$ cat src/verilog/strap_cfg_pkg.sv
package strap_cfg_pkg;
	// ****************************************
	// timing
	// ****************************************
	localparam int CLK_HZ = 10_000_000;
	localparam int CAPTURE_DELAY_MS = 2;
	localparam int CAPTURE_CYCLES = CAPTURE_DELAY_MS * (CLK_HZ / 1000);
	localparam int CNT_W = 24;

	// ****************************************
	// register map
	// ****************************************
	localparam int ADDR_W = 8;
	localparam int DATA_W = 32;
	localparam logic [7:0] CTRL_OFFSET = 8'h00;
	localparam logic [7:0] STATUS_OFFSET = 8'h04;

	// control fields
	localparam int CTRL_PUSH_PULL_BIT = 0;
	localparam int CTRL_WL_PD_OFF_BIT = 1;
	localparam int CTRL_BT_PD_OFF_BIT = 2;
	localparam int CTRL_WAKE_PULL_LSB = 3;
	localparam int CTRL_OTP_USE_BIT = 5;
	localparam logic [5:0] CTRL_RESET = 6'h00;

	// status fields
	localparam int STAT_DONE_BIT = 0;
	localparam int STAT_STRAP_LSB = 1;
	localparam int STAT_MODE_LSB = 4;
	localparam int STAT_JTAG_BIT = 6;
	localparam int STAT_OTP_ON_BIT = 7;
	localparam int STAT_OTP_SRC_BIT = 8;
	localparam int STAT_WAKE_BIT = 9;

	// wake pull selection
	localparam logic [1:0] WAKE_PULL_NONE = 2'h0;
	localparam logic [1:0] WAKE_PULL_DOWN = 2'h1;
	localparam logic [1:0] WAKE_PULL_UP = 2'h2;

	// power states
	localparam logic [1:0] PWR_ACTIVE = 2'h0;
	localparam logic [1:0] PWR_SLEEP = 2'h1;
	localparam logic [1:0] PWR_DOWN = 2'h2;
	localparam logic [1:0] PWR_OUT_OF_RESET = 2'h3;

	// host interface strap codes and modes
	localparam logic [2:0] STRAP_RESET = 3'h0;
	localparam logic [2:0] STRAP_HSIC = 3'h6;
	localparam logic [2:0] STRAP_HSIC_NO_BOOT = 3'h7;

	typedef enum logic [1:0] {
		HOST_NONE = 2'b00,
		HOST_SDIO = 2'b01,
		HOST_HSIC = 2'b10,
		HOST_HSIC_NO_BOOT = 2'b11
	} host_mode_t;

	typedef enum logic [1:0] {
		CAP_HOLD = 2'b00,
		CAP_WAIT = 2'b01,
		CAP_DONE = 2'b10
	} cap_state_t;
endpackage : strap_cfg_pkg

$ cat src/verilog/sync_two_ff.sv
`timescale 1ns/1ps
module sync_two_ff #(
	parameter int WIDTH = 1
) (
	// clock and reset
	input wire logic mclk,
	input wire logic rst_n,
	// async in, synced out
	input wire logic [WIDTH-1:0] asyncIn,
	output logic [WIDTH-1:0] syncOut
);
	logic [WIDTH-1:0] stage1_r;
	logic [WIDTH-1:0] stage2_r;

	always_ff @(posedge mclk) begin
		if (!rst_n) begin
			stage1_r <= '0;
			stage2_r <= '0;
		end else begin
			stage1_r <= asyncIn;
			stage2_r <= stage1_r;
		end
	end

	assign syncOut = stage2_r;
endmodule : sync_two_ff

$ cat src/verilog/wlan_strap_config.sv
// Implementation choices: the register offsets and the address-and-strobe port.
`timescale 1ns/1ps
// Contract
// - capture all strap levels, pick modes; the code latches only hostIfcStrap, debug select is followed live
// - capture some milliseconds after reset release
// - after capture, straps become normal pins
// - decode 0XX SDIO, 110 HSIC, 111 no-boot
// - internal pulls default; board overrides strongly
// - debug select high routes GPIOs to JTAG
// - debug select pulled down means plain GPIO
// - unselected host interface is tristated
// - HSIC selected: SDIO lines get pulls; the code turns them off in power-down
// - no keeper on idle HSIC lines
// - OTP enable picks OTP or default sources
// - clock request: active high, drive type, pulled low
// - regulator-enable pull-down, software may disable
// - device wake pull programmable, reset pulled down
module wlan_strap_config #(
	parameter int CAPTURE_DELAY = strap_cfg_pkg::CAPTURE_CYCLES
) (
	// clock and reset
	input wire logic mclk,
	input wire logic rst_n,
	// pins seen from the board
	input wire logic extResetN,
	input wire logic [2:0] hostIfcStrap,
	input wire logic debugPortSelect,
	input wire logic deviceWakeIn,
	// power management and otp, same clock
	input wire logic [1:0] powerState,
	input wire logic otpProgrammed,
	input wire logic clockRequest,
	// register port
	input wire logic [strap_cfg_pkg::ADDR_W-1:0] regAddr,
	input wire logic [strap_cfg_pkg::DATA_W-1:0] regWdata,
	input wire logic regWrite,
	input wire logic regRead,
	output logic [strap_cfg_pkg::DATA_W-1:0] regRdata,
	// strap pin ownership and pulls
	output logic strapPinsFunctional,
	output logic strapPullEnable,
	output logic debugSelPullDown,
	output logic jtagRouteEnable,
	// host interface control
	output logic [1:0] hostMode,
	output logic hostModeUndefined,
	output logic sdioTristate,
	output logic hsicTristate,
	output logic sdioPullEnable,
	output logic hsicKeeperEnable,
	// otp and id sources
	output logic otpPowerOn,
	output logic cardInfoFromOtp,
	output logic chipIdFromOtp,
	// clock request pin
	output logic clockRequestOut,
	output logic clockRequestOutEnN,
	output logic clockRequestPullDown,
	// regulator enable pulls
	output logic wirelessRegPullDown,
	output logic bluetoothRegPullDown,
	// device wake pin
	output logic deviceWakeInputEnable,
	output logic deviceWakePullUp,
	output logic deviceWakePullDown
);
	// ****************************************
	// state
	// ****************************************
	typedef struct packed {
		strap_cfg_pkg::cap_state_t state;
		logic [strap_cfg_pkg::CNT_W-1:0] count;
		logic [2:0] strap;
		logic [5:0] ctrl;
		logic [strap_cfg_pkg::DATA_W-1:0] rdata;
	} regs_t;

	localparam regs_t REGS_RESET = '{
		state: strap_cfg_pkg::CAP_HOLD,
		count: '0,
		strap: strap_cfg_pkg::STRAP_RESET,
		ctrl: strap_cfg_pkg::CTRL_RESET,
		rdata: '0
	};
	localparam logic [strap_cfg_pkg::CNT_W-1:0] COUNT_LAST =
		CAPTURE_DELAY[strap_cfg_pkg::CNT_W-1:0] - 1'b1;

	regs_t s_r;
	regs_t s_nxt;

	// ****************************************
	// pin synchronisers
	// ****************************************
	logic [5:0] pinSync;
	logic extResetSyncN;
	logic [2:0] strapSync;
	logic debugSelSync;
	logic wakeSync;

	sync_two_ff #(.WIDTH(6)) u_pin_sync (
		.mclk(mclk),
		.rst_n(rst_n),
		.asyncIn({deviceWakeIn, debugPortSelect, hostIfcStrap, extResetN}),
		.syncOut(pinSync)
	);

	assign extResetSyncN = pinSync[0];
	assign strapSync = pinSync[3:1];
	assign debugSelSync = pinSync[4];
	assign wakeSync = pinSync[5];

	// ****************************************
	// decode
	// ****************************************
	logic captured;
	logic isHsic;
	logic powerDown;
	logic outOfReset;
	logic otpUse;
	logic [1:0] wakePull;
	logic [strap_cfg_pkg::DATA_W-1:0] statusWord;

	assign captured = (s_r.state == strap_cfg_pkg::CAP_DONE);
	assign powerDown = (powerState == strap_cfg_pkg::PWR_DOWN);
	assign outOfReset = (powerState == strap_cfg_pkg::PWR_OUT_OF_RESET);
	assign otpUse = s_r.ctrl[strap_cfg_pkg::CTRL_OTP_USE_BIT];
	assign wakePull = s_r.ctrl[strap_cfg_pkg::CTRL_WAKE_PULL_LSB +: 2];

	always_comb begin
		hostMode = strap_cfg_pkg::HOST_NONE;
		hostModeUndefined = 1'b0;
		if (captured) begin
			if (!s_r.strap[2]) begin
				hostMode = strap_cfg_pkg::HOST_SDIO;
			end else if (s_r.strap == strap_cfg_pkg::STRAP_HSIC) begin
				hostMode = strap_cfg_pkg::HOST_HSIC;
			end else if (s_r.strap == strap_cfg_pkg::STRAP_HSIC_NO_BOOT) begin
				hostMode = strap_cfg_pkg::HOST_HSIC_NO_BOOT;
			end else begin
				// 10x has no meaning; park both interfaces rather than guess
				hostModeUndefined = 1'b1;
			end
		end
	end

	assign isHsic = hostMode[1];
	assign sdioTristate = (hostMode != strap_cfg_pkg::HOST_SDIO);
	assign hsicTristate = !isHsic;
	assign sdioPullEnable = isHsic && !powerDown;
	assign hsicKeeperEnable = 1'b0;

	// straps stay inputs with their own pulls until sampled
	assign strapPinsFunctional = captured;
	assign strapPullEnable = !captured;
	assign debugSelPullDown = 1'b1;
	assign jtagRouteEnable = debugSelSync;

	assign otpPowerOn = otpUse;
	assign cardInfoFromOtp = otpUse && otpProgrammed;
	assign chipIdFromOtp = otpUse && otpProgrammed;

	// ****************************************
	// pad control
	// ****************************************
	always_comb begin
		clockRequestOut = 1'b0;
		clockRequestOutEnN = 1'b1;
		clockRequestPullDown = 1'b0;
		if (powerDown) begin
			clockRequestPullDown = 1'b1;
		end else if (s_r.ctrl[strap_cfg_pkg::CTRL_PUSH_PULL_BIT] && !outOfReset) begin
			clockRequestOut = clockRequest;
			clockRequestOutEnN = 1'b0;
		end else begin
			// open drain: only the low level is driven
			clockRequestOut = 1'b0;
			clockRequestOutEnN = clockRequest;
		end
	end

	// software may drop the pull-downs only while the rails are up and running
	assign wirelessRegPullDown = powerDown || outOfReset ||
		!s_r.ctrl[strap_cfg_pkg::CTRL_WL_PD_OFF_BIT];
	assign bluetoothRegPullDown = powerDown || outOfReset ||
		!s_r.ctrl[strap_cfg_pkg::CTRL_BT_PD_OFF_BIT];

	always_comb begin
		deviceWakeInputEnable = !powerDown;
		deviceWakePullUp = 1'b0;
		deviceWakePullDown = 1'b0;
		if (outOfReset) begin
			deviceWakePullDown = 1'b1;
		end else if (!powerDown) begin
			deviceWakePullUp = (wakePull == strap_cfg_pkg::WAKE_PULL_UP);
			deviceWakePullDown = (wakePull == strap_cfg_pkg::WAKE_PULL_DOWN);
		end
	end

	// ****************************************
	// status word
	// ****************************************
	always_comb begin
		statusWord = '0;
		statusWord[strap_cfg_pkg::STAT_DONE_BIT] = captured;
		statusWord[strap_cfg_pkg::STAT_STRAP_LSB +: 3] = s_r.strap;
		statusWord[strap_cfg_pkg::STAT_MODE_LSB +: 2] = hostMode;
		statusWord[strap_cfg_pkg::STAT_JTAG_BIT] = debugSelSync;
		statusWord[strap_cfg_pkg::STAT_OTP_ON_BIT] = otpUse;
		statusWord[strap_cfg_pkg::STAT_OTP_SRC_BIT] = cardInfoFromOtp;
		statusWord[strap_cfg_pkg::STAT_WAKE_BIT] = wakeSync;
	end

	// ****************************************
	// capture sequencer and registers
	// ****************************************
	always_comb begin
		s_nxt = s_r;
		s_nxt.rdata = '0;
		unique case (s_r.state)
			strap_cfg_pkg::CAP_HOLD: begin
				s_nxt.count = '0;
				if (extResetSyncN) begin
					s_nxt.state = strap_cfg_pkg::CAP_WAIT;
				end
			end
			strap_cfg_pkg::CAP_WAIT: begin
				if (!extResetSyncN) begin
					s_nxt.state = strap_cfg_pkg::CAP_HOLD;
				end else if (s_r.count == COUNT_LAST) begin
					s_nxt.state = strap_cfg_pkg::CAP_DONE;
					s_nxt.strap = strapSync;
				end else begin
					s_nxt.count = s_r.count + 1'b1;
				end
			end
			strap_cfg_pkg::CAP_DONE: begin
				// a fresh external reset is a new power-on: sample again
				if (!extResetSyncN) begin
					s_nxt.state = strap_cfg_pkg::CAP_HOLD;
				end
			end
			default: begin
				s_nxt.state = strap_cfg_pkg::CAP_HOLD;
			end
		endcase
		if (regWrite && regAddr == strap_cfg_pkg::CTRL_OFFSET) begin
			s_nxt.ctrl = regWdata[5:0];
		end
		if (regRead) begin
			if (regAddr == strap_cfg_pkg::CTRL_OFFSET) begin
				s_nxt.rdata = {26'h0, s_r.ctrl};
			end else if (regAddr == strap_cfg_pkg::STATUS_OFFSET) begin
				s_nxt.rdata = statusWord;
			end
		end
	end

	always_ff @(posedge mclk) begin
		if (!rst_n) begin
			s_r <= REGS_RESET;
		end else begin
			s_r <= s_nxt;
		end
	end

	assign regRdata = s_r.rdata;
endmodule : wlan_strap_config

$ cat config.mk
export PLATFORM = sky130hd
export DESIGN_NAME = wlan_strap_config
export DESIGN_NICKNAME = d
export VERILOG_FILES = /design/src/verilog/strap_cfg_pkg.sv /design/src/verilog/sync_two_ff.sv /design/src/verilog/wlan_strap_config.sv
export SDC_FILE = /design/constraint.sdc
export NUM_CORES = 1
export LEC_CHECK = 0
export BUFFER_PORTS_ARGS = -buffer_cell sky130_fd_sc_hd__clkbuf_2
export CAP_MARGIN = 25
export CORE_ASPECT_RATIO = 1.5
export CORE_UTILIZATION = 53
export CTS_CLUSTER_SIZE = 25
export DETAILED_ROUTE_END_ITERATION = 6
export PLACE_DENSITY = 0.85
export SYNTH_ARGS = -nofsm -noshare
export SYNTH_HDL_FRONTEND = slang
export SYNTH_HIERARCHICAL = 1
export SYNTH_SLANG_ARGS = --single-unit
$ cat constraint.sdc
create_clock -name mclk -period 2.7 [get_ports mclk]
set_input_delay 0.27 -clock mclk [delete_from_list [all_inputs] [get_ports mclk]]
set_output_delay 0.27 -clock mclk [all_outputs]
set_load 0.02 [all_outputs]
==> run_results.csv, run 1 <==
group,metric,value,unit
outcome,status,"completed",
synthesis,synth_area_leader_cell,"dfxtp_1",
floorplanning,io-pin-count,108,
critical_path,setup_crit_path_kind,"reg -> reg",
clocking,cts_sinks,57,
synthesis,yosys-top-cells-area,"dfxtp_1 (40%), buf_4 (9.1%), mux2i_1 (5.6%), nand3_1 (3.0%), nor2b_1 (2.6%)",
drt,first_pass_iters,4,
timing,final_critical_path_setup_slack,493,ps
drt,postRouteWirelength,6190,microns
layout,num_antenna_cells,0,
layout,fillerInstances,422,
hold_path,hold_path_cells,2,
power_and_ir_drop,combinationalPowerShare,4.9,%
critical_path,crit_path_arrival_time,2450,ps
clocking,cts_hold_repair.buffers,0,
synthesis,synth.top_cell.area_share,39.7,%
floorplanning,rows,32,
synthesis,synthCells,322,
clocking,tritoncts,"yes",
layout,seq_area,1140,sq um
placed_design,port-buffer-count,57,
floorplanning,starting_density_of_the_core,55.7,%
power_and_ir_drop,switching_share,21.1,%
power_and_ir_drop,internal_power,1590,uW
hold_path,holdCritPathClass,"in -> reg",
critical_path,kind_of_launch_point_of_the_worst_setup_path,"register",
power_and_ir_drop,power.share.clock,52.7,%
timing,setup_viol,0,
power_and_ir_drop,peakVddDrop,395,uV
synthesis,synth-async-reset-ratio,0,%
critical_path,cp_max_fo,27,
clocking,number_of_gates_resized_after_cts,0,
floorplanning,placeableCoreArea,5160,sq um
hold_path,timing.hold.worst.start,"hostIfcStrap[1]",
clocking,cts-root-buf,"clkbuf_8",
grt,grt_util_overall,22.7,%
grt,congestion_overflow_gr,0,
clocking,post_cts_setup_repair_buffer_count,0,
clocking,clk_pin_slew,70,ps
placed_design,dp_hpwl,4270,microns
drt,drtAntennaViolNets,0,
critical_path,timing.critical_path.to_type,"register",
grt,antenna_violations_before_repair,0,
floorplanning,die_h,92.2,microns
drt,wl_per_cell,14.0,microns
grt,grt_pass1_wl,10100,microns
power_and_ir_drop,share_seq_of_total_power,42.4,%
drt,num_vias,2424,
critical_path,crit_chain,"nor4_1, nand4_1, o21ai_4, o311ai_0, o41ai_1",
timing,timing_max_transition_violations_final,0,
drt,drt_first_iter_violations,126,
timing,worst_slew_slack_as_a_fraction_of_its_limit,55.8,%
synthesis,synth.distinct_cells,51,
critical_path,reg2reg_depth,5,
layout,layout.nets,424,
critical_path,worst_setup_startpoint,"s_r[57]",
layout,instances_no_fill,442,
timing,max_freq,453,MHz
grt,maximum_number_of_pins_on_one_net_before_global_route_repair,32,
timing,report.final.hold_viol_count,0,
power_and_ir_drop,power.density,613,nW/um^2
synthesis,post-synth-top-count-cell,"dfxtp_1",
critical_path,required,2940,ps
timing,finalSetupTns,0,ps
timing,final.period_utilization,81.7,%
synthesis,synth_edf_count,0,
synthesis,synth-seq-cells,57,
power_and_ir_drop,netSwitchingPower,424,uW
critical_path,cpMaxStageDelayCell,"o21ai_4",
run,max_cap_violations,0,
placed_design,dpl.cell_count,426,
timing,setup_repair_after_global_routing_missed_its_margin,"no",
floorplanning,floorplan.die_area,5730,sq um
clocking,cts_made_buffers,9,
synthesis,postSynthAreaPerCell,8.94,sq um
drt,routed_via_density,5.48,
synthesis,netlist_top_cells_count,"dfxtp_1 (57), buf_4 (35), nand2_1 (19)",
timing,final.setup_skew,3.48,ps
drt,detail_route.drc_violations,0,
critical_path,rr_startpoint,"s_r[57]",
placed_design,globalplace.congestion,0.932,
layout,multi_input_gate_area_in_the_final_layout,1450,sq um
clocking,cts-htree-levels,3,
synthesis,synthesis.area,2880,sq um
layout,relative_area_change_from_synthesis_to_final_layout,14.1,%
power_and_ir_drop,static-leakage-power,0.00139,uW
timing,timing.final.crit_period,2210,ps
critical_path,max_stage_delay,610,ps
synthesis,synth_sequential_area_ratio,39.7,%
layout,drive_above_1_share,24.9,%
synthesis,synth-warning-count,6,
grt,grt_pass1_vias,2234,
clocking,clk-insertion-delay-late,340,ps
synthesis,synth_ff_type,"dfxtp_1",
clocking,ctsLongestPathBuffers,2,
floorplanning,die-width,62.2,microns
placed_design,placement.setup.worst_slack,612,ps
timing,worstMarginPinSlew,660,ps
-- worst paths after layout --
| kind | end | slack (ps) |
|---|---|---|
| setup / recovery | s_r[55] | 490 |
| hold / removal | u_pin_sync/stage1_r[2] | 130 |
| setup reg to reg | s_r[55] | 490 |
| hold reg to reg | u_pin_sync/syncOut[0] | 440 |
-- worst max-delay path, delay by kind of cell (launching register included) --
kind	cells	cell delay (ps)
compound gates	3	990
simple gates	2	730
flops	1	380
-- logic make-up (layout without fill, tap and decap cells) --
family / after synthesis / in the layout / share of synthesized area, %
other cells: 2 / 24 / 0.261
compound gates: 56 / 56 / 13.7
xor+xnor: 2 / 2 / 0.609
simple gates: 133 / 133 / 26.9
flops: 57 / 57 / 39.7
fa+ha+maj: 1 / 1 / 0.435
mux: 16 / 16 / 5.57
buf+inv: 55 / 85 / 12.9
-- metal layers --
layer	wire length (microns)	GRT usage [%]
met1	2370	23.4
met4	159	12.6
met5	0	0
met2	3340	41.2
met3	329	6.09
-- cell type report --
| class | instances | share of cell area, % |
|---|---|---|
| inverters | 9 | 1.03 |
| clock inverters | 7 | 4.34 |
| flip-flops and latches | 57 | 34.8 |
| clock buffers | 9 | 3.77 |
| repair buffers | 60 | 9.37 |
| well taps | 68 | 2.59 |
| multi-input cells | 232 | 44.1 |
-- placed cells by master, fill, tap and decap left out, types with 12 or more instances in the layout --
cell,Yosys,final
clkbuf_2,1,57
dfxtp_1,57,57
conb_1,2,24
nand2_1,19,19
nor2_1,17,17
nand3_1,17,17
mux2i_1,16,16
a21oi_1,14,14
nor2b_1,12,12
-- sequential cells by signal (all words and copies together) (netlist names) --
signal               cells
otpPowerOn               1
u_pin_sync/syncOut       6
regRdata                10
u_pin_sync/stage1_r      6
s_r                     34
-- power groups by stage --
stage	combinational [uW]	clock, uW	sequential, uW
2_1_floorplan	94.3	0	871
3_3_place_gp	96.5	0	871
3_5_place_dp	97.5	0	872
4_1_cts	98.3	1070	853
5_1_grt	106	1120	853
6_report	98.7	1060	853
-- through the flow --
step	util [%]	instance area (sq um)	hold slack [ps]	power, uW
CTS	63.6	3280	128	2020
global route	63.6	3280	126	2080
floorplan	-	2960	397	966
global placement	58.4	3020	414	968
detailed placement	58.4	3020	431	969
finish	63.6	3280	134	2010
No activity file was read; power rests on OpenSTA's default activity.
==> inputs of run 2 (changes only) <==
--- a/config.mk
+++ b/config.mk
@@ -8,10 +8,10 @@
 export BUFFER_PORTS_ARGS = -buffer_cell sky130_fd_sc_hd__clkbuf_2
 export CAP_MARGIN = 25
 export CORE_ASPECT_RATIO = 1.5
-export CORE_UTILIZATION = 53
+export CORE_UTILIZATION = 44
 export CTS_CLUSTER_SIZE = 25
 export DETAILED_ROUTE_END_ITERATION = 6
-export PLACE_DENSITY = 0.85
+export PLACE_DENSITY = 0.76
 export SYNTH_ARGS = -nofsm -noshare
 export SYNTH_HDL_FRONTEND = slang
 export SYNTH_HIERARCHICAL = 1
==> constraint.sdc (replaced) <==
create_clock -name mclk -period 1.86 [get_ports mclk]
set_input_delay 0.186 -clock mclk [delete_from_list [all_inputs] [get_ports mclk]]
set_output_delay 0.186 -clock mclk [all_outputs]
set_load 0.02 [all_outputs]
==> run 2 against run 1 <==
  * Utilization fell by 4.5 points
  * Cell count rose by 12%
  * Clock skew rose by 3.5 ps
  * Worst setup slack got worse by 460 ps
  * Count of clock-buffer cells in the layout rose by 1
  * Power rose by 28%
  * Highest routed layer unchanged
==> run_results.csv, run 2 (same netlist as run 1, synthesis figures left out) <==
group,metric,value,unit
timing,max_freq,547,MHz
timing,final.period_utilization,98.3,%
floorplanning,placeableCoreArea,6220,sq um
critical_path,crit_chain,"ha_2, and3_4, nand4_1, o21ai_4, buf_6, or4_1, a21oi_2",
clocking,clk-insertion-delay-late,340,ps
grt,maximum_number_of_pins_on_one_net_before_global_route_repair,15,
floorplanning,io-pin-count,108,
floorplanning,floorplan.die_area,6870,sq um
critical_path,crit_family,"simple AND/OR/NAND/NOR gates",
clocking,cts_sinks,57,
layout,most_common_library_cell_in_the_layout_ignoring_fill_and_taps,"clkbuf_2",
placed_design,placement.setup.worst_slack,-7.64,ps
layout,largest_register,"s_r",
critical_path,crit_path_arrival_time,2100,ps
power_and_ir_drop,static-leakage-power,0.00160,uW
critical_path,kind_of_launch_point_of_the_worst_setup_path,"register",
layout,largest_reg_flops,34,
drt,drt_first_iter_violations,76,
drt,wl_per_cell,13.6,microns
placed_design,port-buffer-count,57,
clocking,tritoncts,"yes",
run,max_cap_violations,0,
timing,final_critical_path_setup_slack,32.2,ps
drt,num_vias,2623,
critical_path,critPathBufInv,1,
layout,num_antenna_cells,0,
power_and_ir_drop,peakVddDrop,440,uV
drt,wl_met2,3810,microns
power_and_ir_drop,design_power_total,2570,uW
drt,first_pass_iters,4,
drt,top_layer,"met4",
critical_path,cpMaxStageDelayCell,"or4_1",
layout,fillerInstances,523,
grt,antenna_violations_before_repair,0,
floorplanning,rows,35,
grt,grt_pass1_wl,10400,microns
grt,grt_pass1_vias,2432,
timing,setup_viol,0,
critical_path,required,2130,ps
timing,report.final.hold_viol_count,0,
critical_path,timing.critical_path.to_type,"register",
outcome,status,"completed",
floorplanning,die_h,101,microns
timing,timing_max_transition_violations_final,0,
timing,setup_repair_after_global_routing_missed_its_margin,"yes",
drt,routed_via_density,5.30,
clocking,cts-htree-levels,3,
power_and_ir_drop,power.density,700,nW/um^2
drt,detailroute.wirelength.met3,327,microns
critical_path,max_stage_delay,490,ps
clocking,cts_made_buffers,9,
layout,mostFrequentLayoutCells,"clkbuf_2 (57), dfxtp_1 (50), buf_4 (48), conb_1 (24), nand2_1 (19)",
placed_design,dp_hpwl,4990,microns
hold_path,holdCritPathClass,"in -> reg",
grt,congestion_overflow_gr,0,
drt,postRouteWirelength,6720,microns
clocking,ctsLongestPathBuffers,2,
critical_path,cp_max_fo,9,
grt,grt_util_overall,20.4,%
drt,detail_route.drc_violations,0,
placed_design,globalplace.congestion,0.927,
critical_path,setup_crit_path_kind,"reg -> reg",
clocking,cts-root-buf,"clkbuf_8",
floorplanning,starting_density_of_the_core,46.3,%
drt,drtAntennaViolNets,0,
drt,route.layer.met1.wl,2440,microns
layout,relative_area_change_from_synthesis_to_final_layout,27.7,%
timing,final.setup_skew,7.00,ps
timing,timing.final.crit_period,1830,ps
layout,layout.nets,471,
floorplanning,die-width,68.0,microns
clocking,clk_pin_slew,70,ps
layout,drive_above_1_share,37.8,%
## run 2: layout make-up
cell class / count / area [sq um] / area share [%]
tap: 74 / 92.6 / 2.52
clock inverter: 6 / 66.3 / 1.80
sequential: 57 / 1150 / 31.3
inverter: 9 / 33.8 / 0.919
timing repair buffer: 107 / 677 / 18.4
multi-input combinational: 232 / 1520 / 41.3
clock buffer: 10 / 138 / 3.75
## run 2: worst paths after layout
| check | start | depth (start not counted) | slack, ps | end |
|---|---|---|---|---|
| hold / removal | extResetN | 2 | 60 | u_pin_sync/stage1_r[0] |
| setup reg to reg | s_r[41] | 7 | 30 | s_r[52] |
| setup / recovery | s_r[41] | 7 | 30 | s_r[52] |
| hold reg to reg | u_pin_sync/stage1_r[4] | 1 | 430 | u_pin_sync/syncOut[4] |
## run 2: what timing repair did
item | in CTS | in global routing
hold buffers | 0 | 0
endpoints found under the setup margin | 6 | 17
pin swaps | 2 | 4
gates resized for setup | 2 | 20
buffers inserted | 3 | 2
## run 2: power by group
group / switching [uW] / internal [uW] / total (uW)
clock network: 522 / 656 / 1180
logic: 99.0 / 56.4 / 155
registers: 5.08 / 1230 / 1240
## run 2: stage by stage
step	setup TNS [ps]	instances	area, sq um	util, %	hold WS [ps]
final	0	495	3670	59.1	55.4
after floorplan	0	344	2960	-	313
after detailed placement	-7.64	474	3350	53.9	397
after global routing	-48.4	495	3670	59.1	45.9
after global placement	0	474	3350	53.9	400
after CTS	0	493	3580	57.6	46.2
## run 2: per-layer routing
metal / GRT usage [%] / vias to the layer above
li1: - / 1287
met4: 10.6 / 0
met5: 0 / -
met1: 18.1 / 1231
met2: 39.3 / 92
met3: 5.54 / 13
## run 2: worst reg2reg max path: cells and delay by family (launching register included)
kind | cells | cell delay [ps]
compound gates | 2 | 230
buf+inv | 1 | 160
flops | 1 | 330
simple gates | 3 | 830
fa+ha+maj | 1 | 210
==> inputs of run 3 (changes only) <==
--- a/config.mk
+++ b/config.mk
@@ -11,6 +11,7 @@
 export CORE_UTILIZATION = 44
 export CTS_CLUSTER_SIZE = 25
 export DETAILED_ROUTE_END_ITERATION = 6
+export MAX_ROUTING_LAYER = met4
 export PLACE_DENSITY = 0.76
 export SYNTH_ARGS = -nofsm -noshare
 export SYNTH_HDL_FRONTEND = slang
==> constraint.sdc (replaced) <==
create_clock -name mclk -period 1.86 [get_ports mclk]
set_input_delay 0.186 -clock mclk [delete_from_list [all_inputs] [get_ports mclk]]
set_output_delay 0.186 -clock mclk [all_outputs]
set_load 0.005 [all_outputs]
==> run 3 against run 2 <==
  * Worst setup slack lost 9.6 ps
  * Flip-flop and latch count is the same
  * Cell count fell by 1.0%
  * Global-route usage increased by 0.64 points
  * First-iteration DRC count shrank 2.6%
  * Die area unchanged
  * Sequential share of layout area increased by 0.10 points
  * Critical endpoint is now s_r[60]
  * Largest power group is now the clock network
==> run_results.csv, run 3 (same netlist as run 1, synthesis figures left out) <==
group,metric,value,unit
power_and_ir_drop,power.density,724,nW/um^2
layout,num_antenna_cells,0,
layout,fillerInstances,525,
hold_path,holdCritPathClass,"in -> reg",
drt,routed_via_density,5.23,
critical_path,required,2120,ps
run,max_cap_violations,0,
clocking,cts-htree-levels,3,
clocking,post_cts_setup_repair_buffer_count,0,
grt,grt_util_overall,21.1,%
timing,setup_repair_after_global_routing_missed_its_margin,"yes",
drt,num_vias,2562,
floorplanning,floorplan.die_area,6870,sq um
layout,seq_area,1150,sq um
clocking,cts_made_buffers,9,
clocking,cts_hold_repair.buffers,0,
critical_path,regToRegSetupSlack,20,ps
drt,postRouteWirelength,6630,microns
timing,final.setup_skew,12.5,ps
placed_design,port-buffer-count,57,
hold_path,hold_path_cells,2,
critical_path,kind_of_launch_point_of_the_worst_setup_path,"register",
layout,final_util,59.0,%
layout,relative_area_change_from_synthesis_to_final_layout,27.6,%
clocking,tritoncts,"yes",
layout,most_common_library_cell_in_the_layout_ignoring_fill_and_taps,"clkbuf_2",
power_and_ir_drop,design_power_total,2660,uW
floorplanning,die_h,101,microns
layout,multi_input_gate_area_in_the_final_layout,1540,sq um
hold_path,timing.hold.worst.start,"hostIfcStrap[0]",
placed_design,globalplace.congestion,0.891,
drt,drtAntennaViolNets,0,
critical_path,reg2reg_depth,7,
floorplanning,io-pin-count,108,
layout,largest_reg_flops,34,
floorplanning,placeableCoreArea,6220,sq um
drt,drt_first_iter_violations,74,
floorplanning,starting_density_of_the_core,46.3,%
critical_path,rr_startpoint,"s_r[41]",
grt,grt_pass1_wl,10500,microns
clocking,clk-insertion-delay-late,340,ps
layout,mostFrequentLayoutCells,"clkbuf_2 (57), dfxtp_1 (48), buf_4 (43), conb_1 (24), nand2_1 (19)",
layout,largest_register,"s_r",
clocking,cts_sinks,57,
critical_path,crit_path_arrival_time,2090,ps
clocking,ctsLongestPathBuffers,2,
timing,finalSetupTns,0,ps
floorplanning,rows,35,
grt,grt_pass1_vias,2342,
timing,report.final.hold_viol_count,0,
critical_path,timing.critical_path.to_type,"register",
grt,maximum_number_of_pins_on_one_net_before_global_route_repair,14,
timing,timing_max_transition_violations_final,0,
drt,first_pass_iters,4,
placed_design,dpl.cell_count,474,
critical_path,cp_max_fo,8,
power_and_ir_drop,static-leakage-power,0.00160,uW
grt,congestion_overflow_gr,0,
critical_path,crit_family,"simple AND/OR/NAND/NOR gates",
critical_path,reg_to_reg_critical_path_endpoint,"s_r[60]",
critical_path,critPathBufInv,1,
power_and_ir_drop,peakVddDrop,351,uV
critical_path,cpMaxStageDelayCell,"or4_4",
timing,setup_viol,0,
outcome,status,"completed",
timing,final.period_utilization,98.8,%
hold_path,timing.hold.worst_endpoint,"u_pin_sync/stage1_r[1]",
clocking,clk_pin_slew,80,ps
clocking,cts-root-buf,"clkbuf_8",
layout,layout.nets,466,
timing,timing.final.crit_period,1840,ps
critical_path,crit_chain,"ha_4, and3_4, nand4_1, o21ai_4, buf_6, or4_4, a21oi_1",
timing,max_freq,544,MHz
floorplanning,die-width,68.0,microns
timing,final_critical_path_setup_slack,22.6,ps
layout,instances_no_fill,490,
critical_path,setup_crit_path_kind,"reg -> reg",
critical_path,max_stage_delay,490,ps
placed_design,placement.setup.worst_slack,-15.6,ps
placed_design,dp_hpwl,4920,microns
grt,antenna_violations_before_repair,0,
layout,drive_above_1_share,37.3,%
drt,detail_route.drc_violations,0,
drt,wl_per_cell,13.5,microns
[run 3: per-layer routing]
layer  routed length, microns  part of all wire [%]  GRT usage [%]  vias to the layer above
met5                        0                     0              -                        -
met4                      165                   2.5           9.46                        0
met3                      285                   4.3           5.66                       14
met2                     3710                    56           36.7                       89
met1                     2470                    37           21.2                     1187
li1                         -                     -              -                     1272
[run 3: layout make-up]
cell class / instances / area share, %
clock buffers: 9 / 3.37
clock inverters: 7 / 2.79
inverters: 9 / 0.920
multi-input cells: 232 / 41.8
flip-flops and latches: 57 / 31.4
well taps: 74 / 2.52
repair buffers: 102 / 17.2
[run 3: worst max-delay path by stage]
stage,cells past startpoint,endpoint,start
finish,7,s_r[60],s_r[41]
global route,6,sdioPullEnable,s_r[66]
CTS,7,s_r[52],s_r[41]
detailed placement,7,s_r[56],s_r[41]
global placement,7,s_r[56],s_r[41]
floorplan,5,s_r[62],s_r[61]
[run 3: through the flow]
| stage | hold slack [ps] | cell area, sq um |
|---|---|---|
| after global routing | 48.7 | 3670 |
| after CTS | 47.3 | 3570 |
| after detailed placement | 400 | 3340 |
| final | 59.8 | 3670 |
| after floorplan | 313 | 2960 |
| after global placement | 400 | 3340 |
[run 3: report_power, final]
group          total, uW  leakage [uW]  switching, uW  internal [uW]
clock               1300      0.000110            540            765
combinational        115       0.00102           60.1           55.1
sequential          1240      0.000466           5.13           1230
total               2660       0.00160            605           2050
[run 3: timing repair]
item,in CTS,in global routing
gates resized for setup,2,25
setup endpoints to repair,4,22
pin swaps,4,7
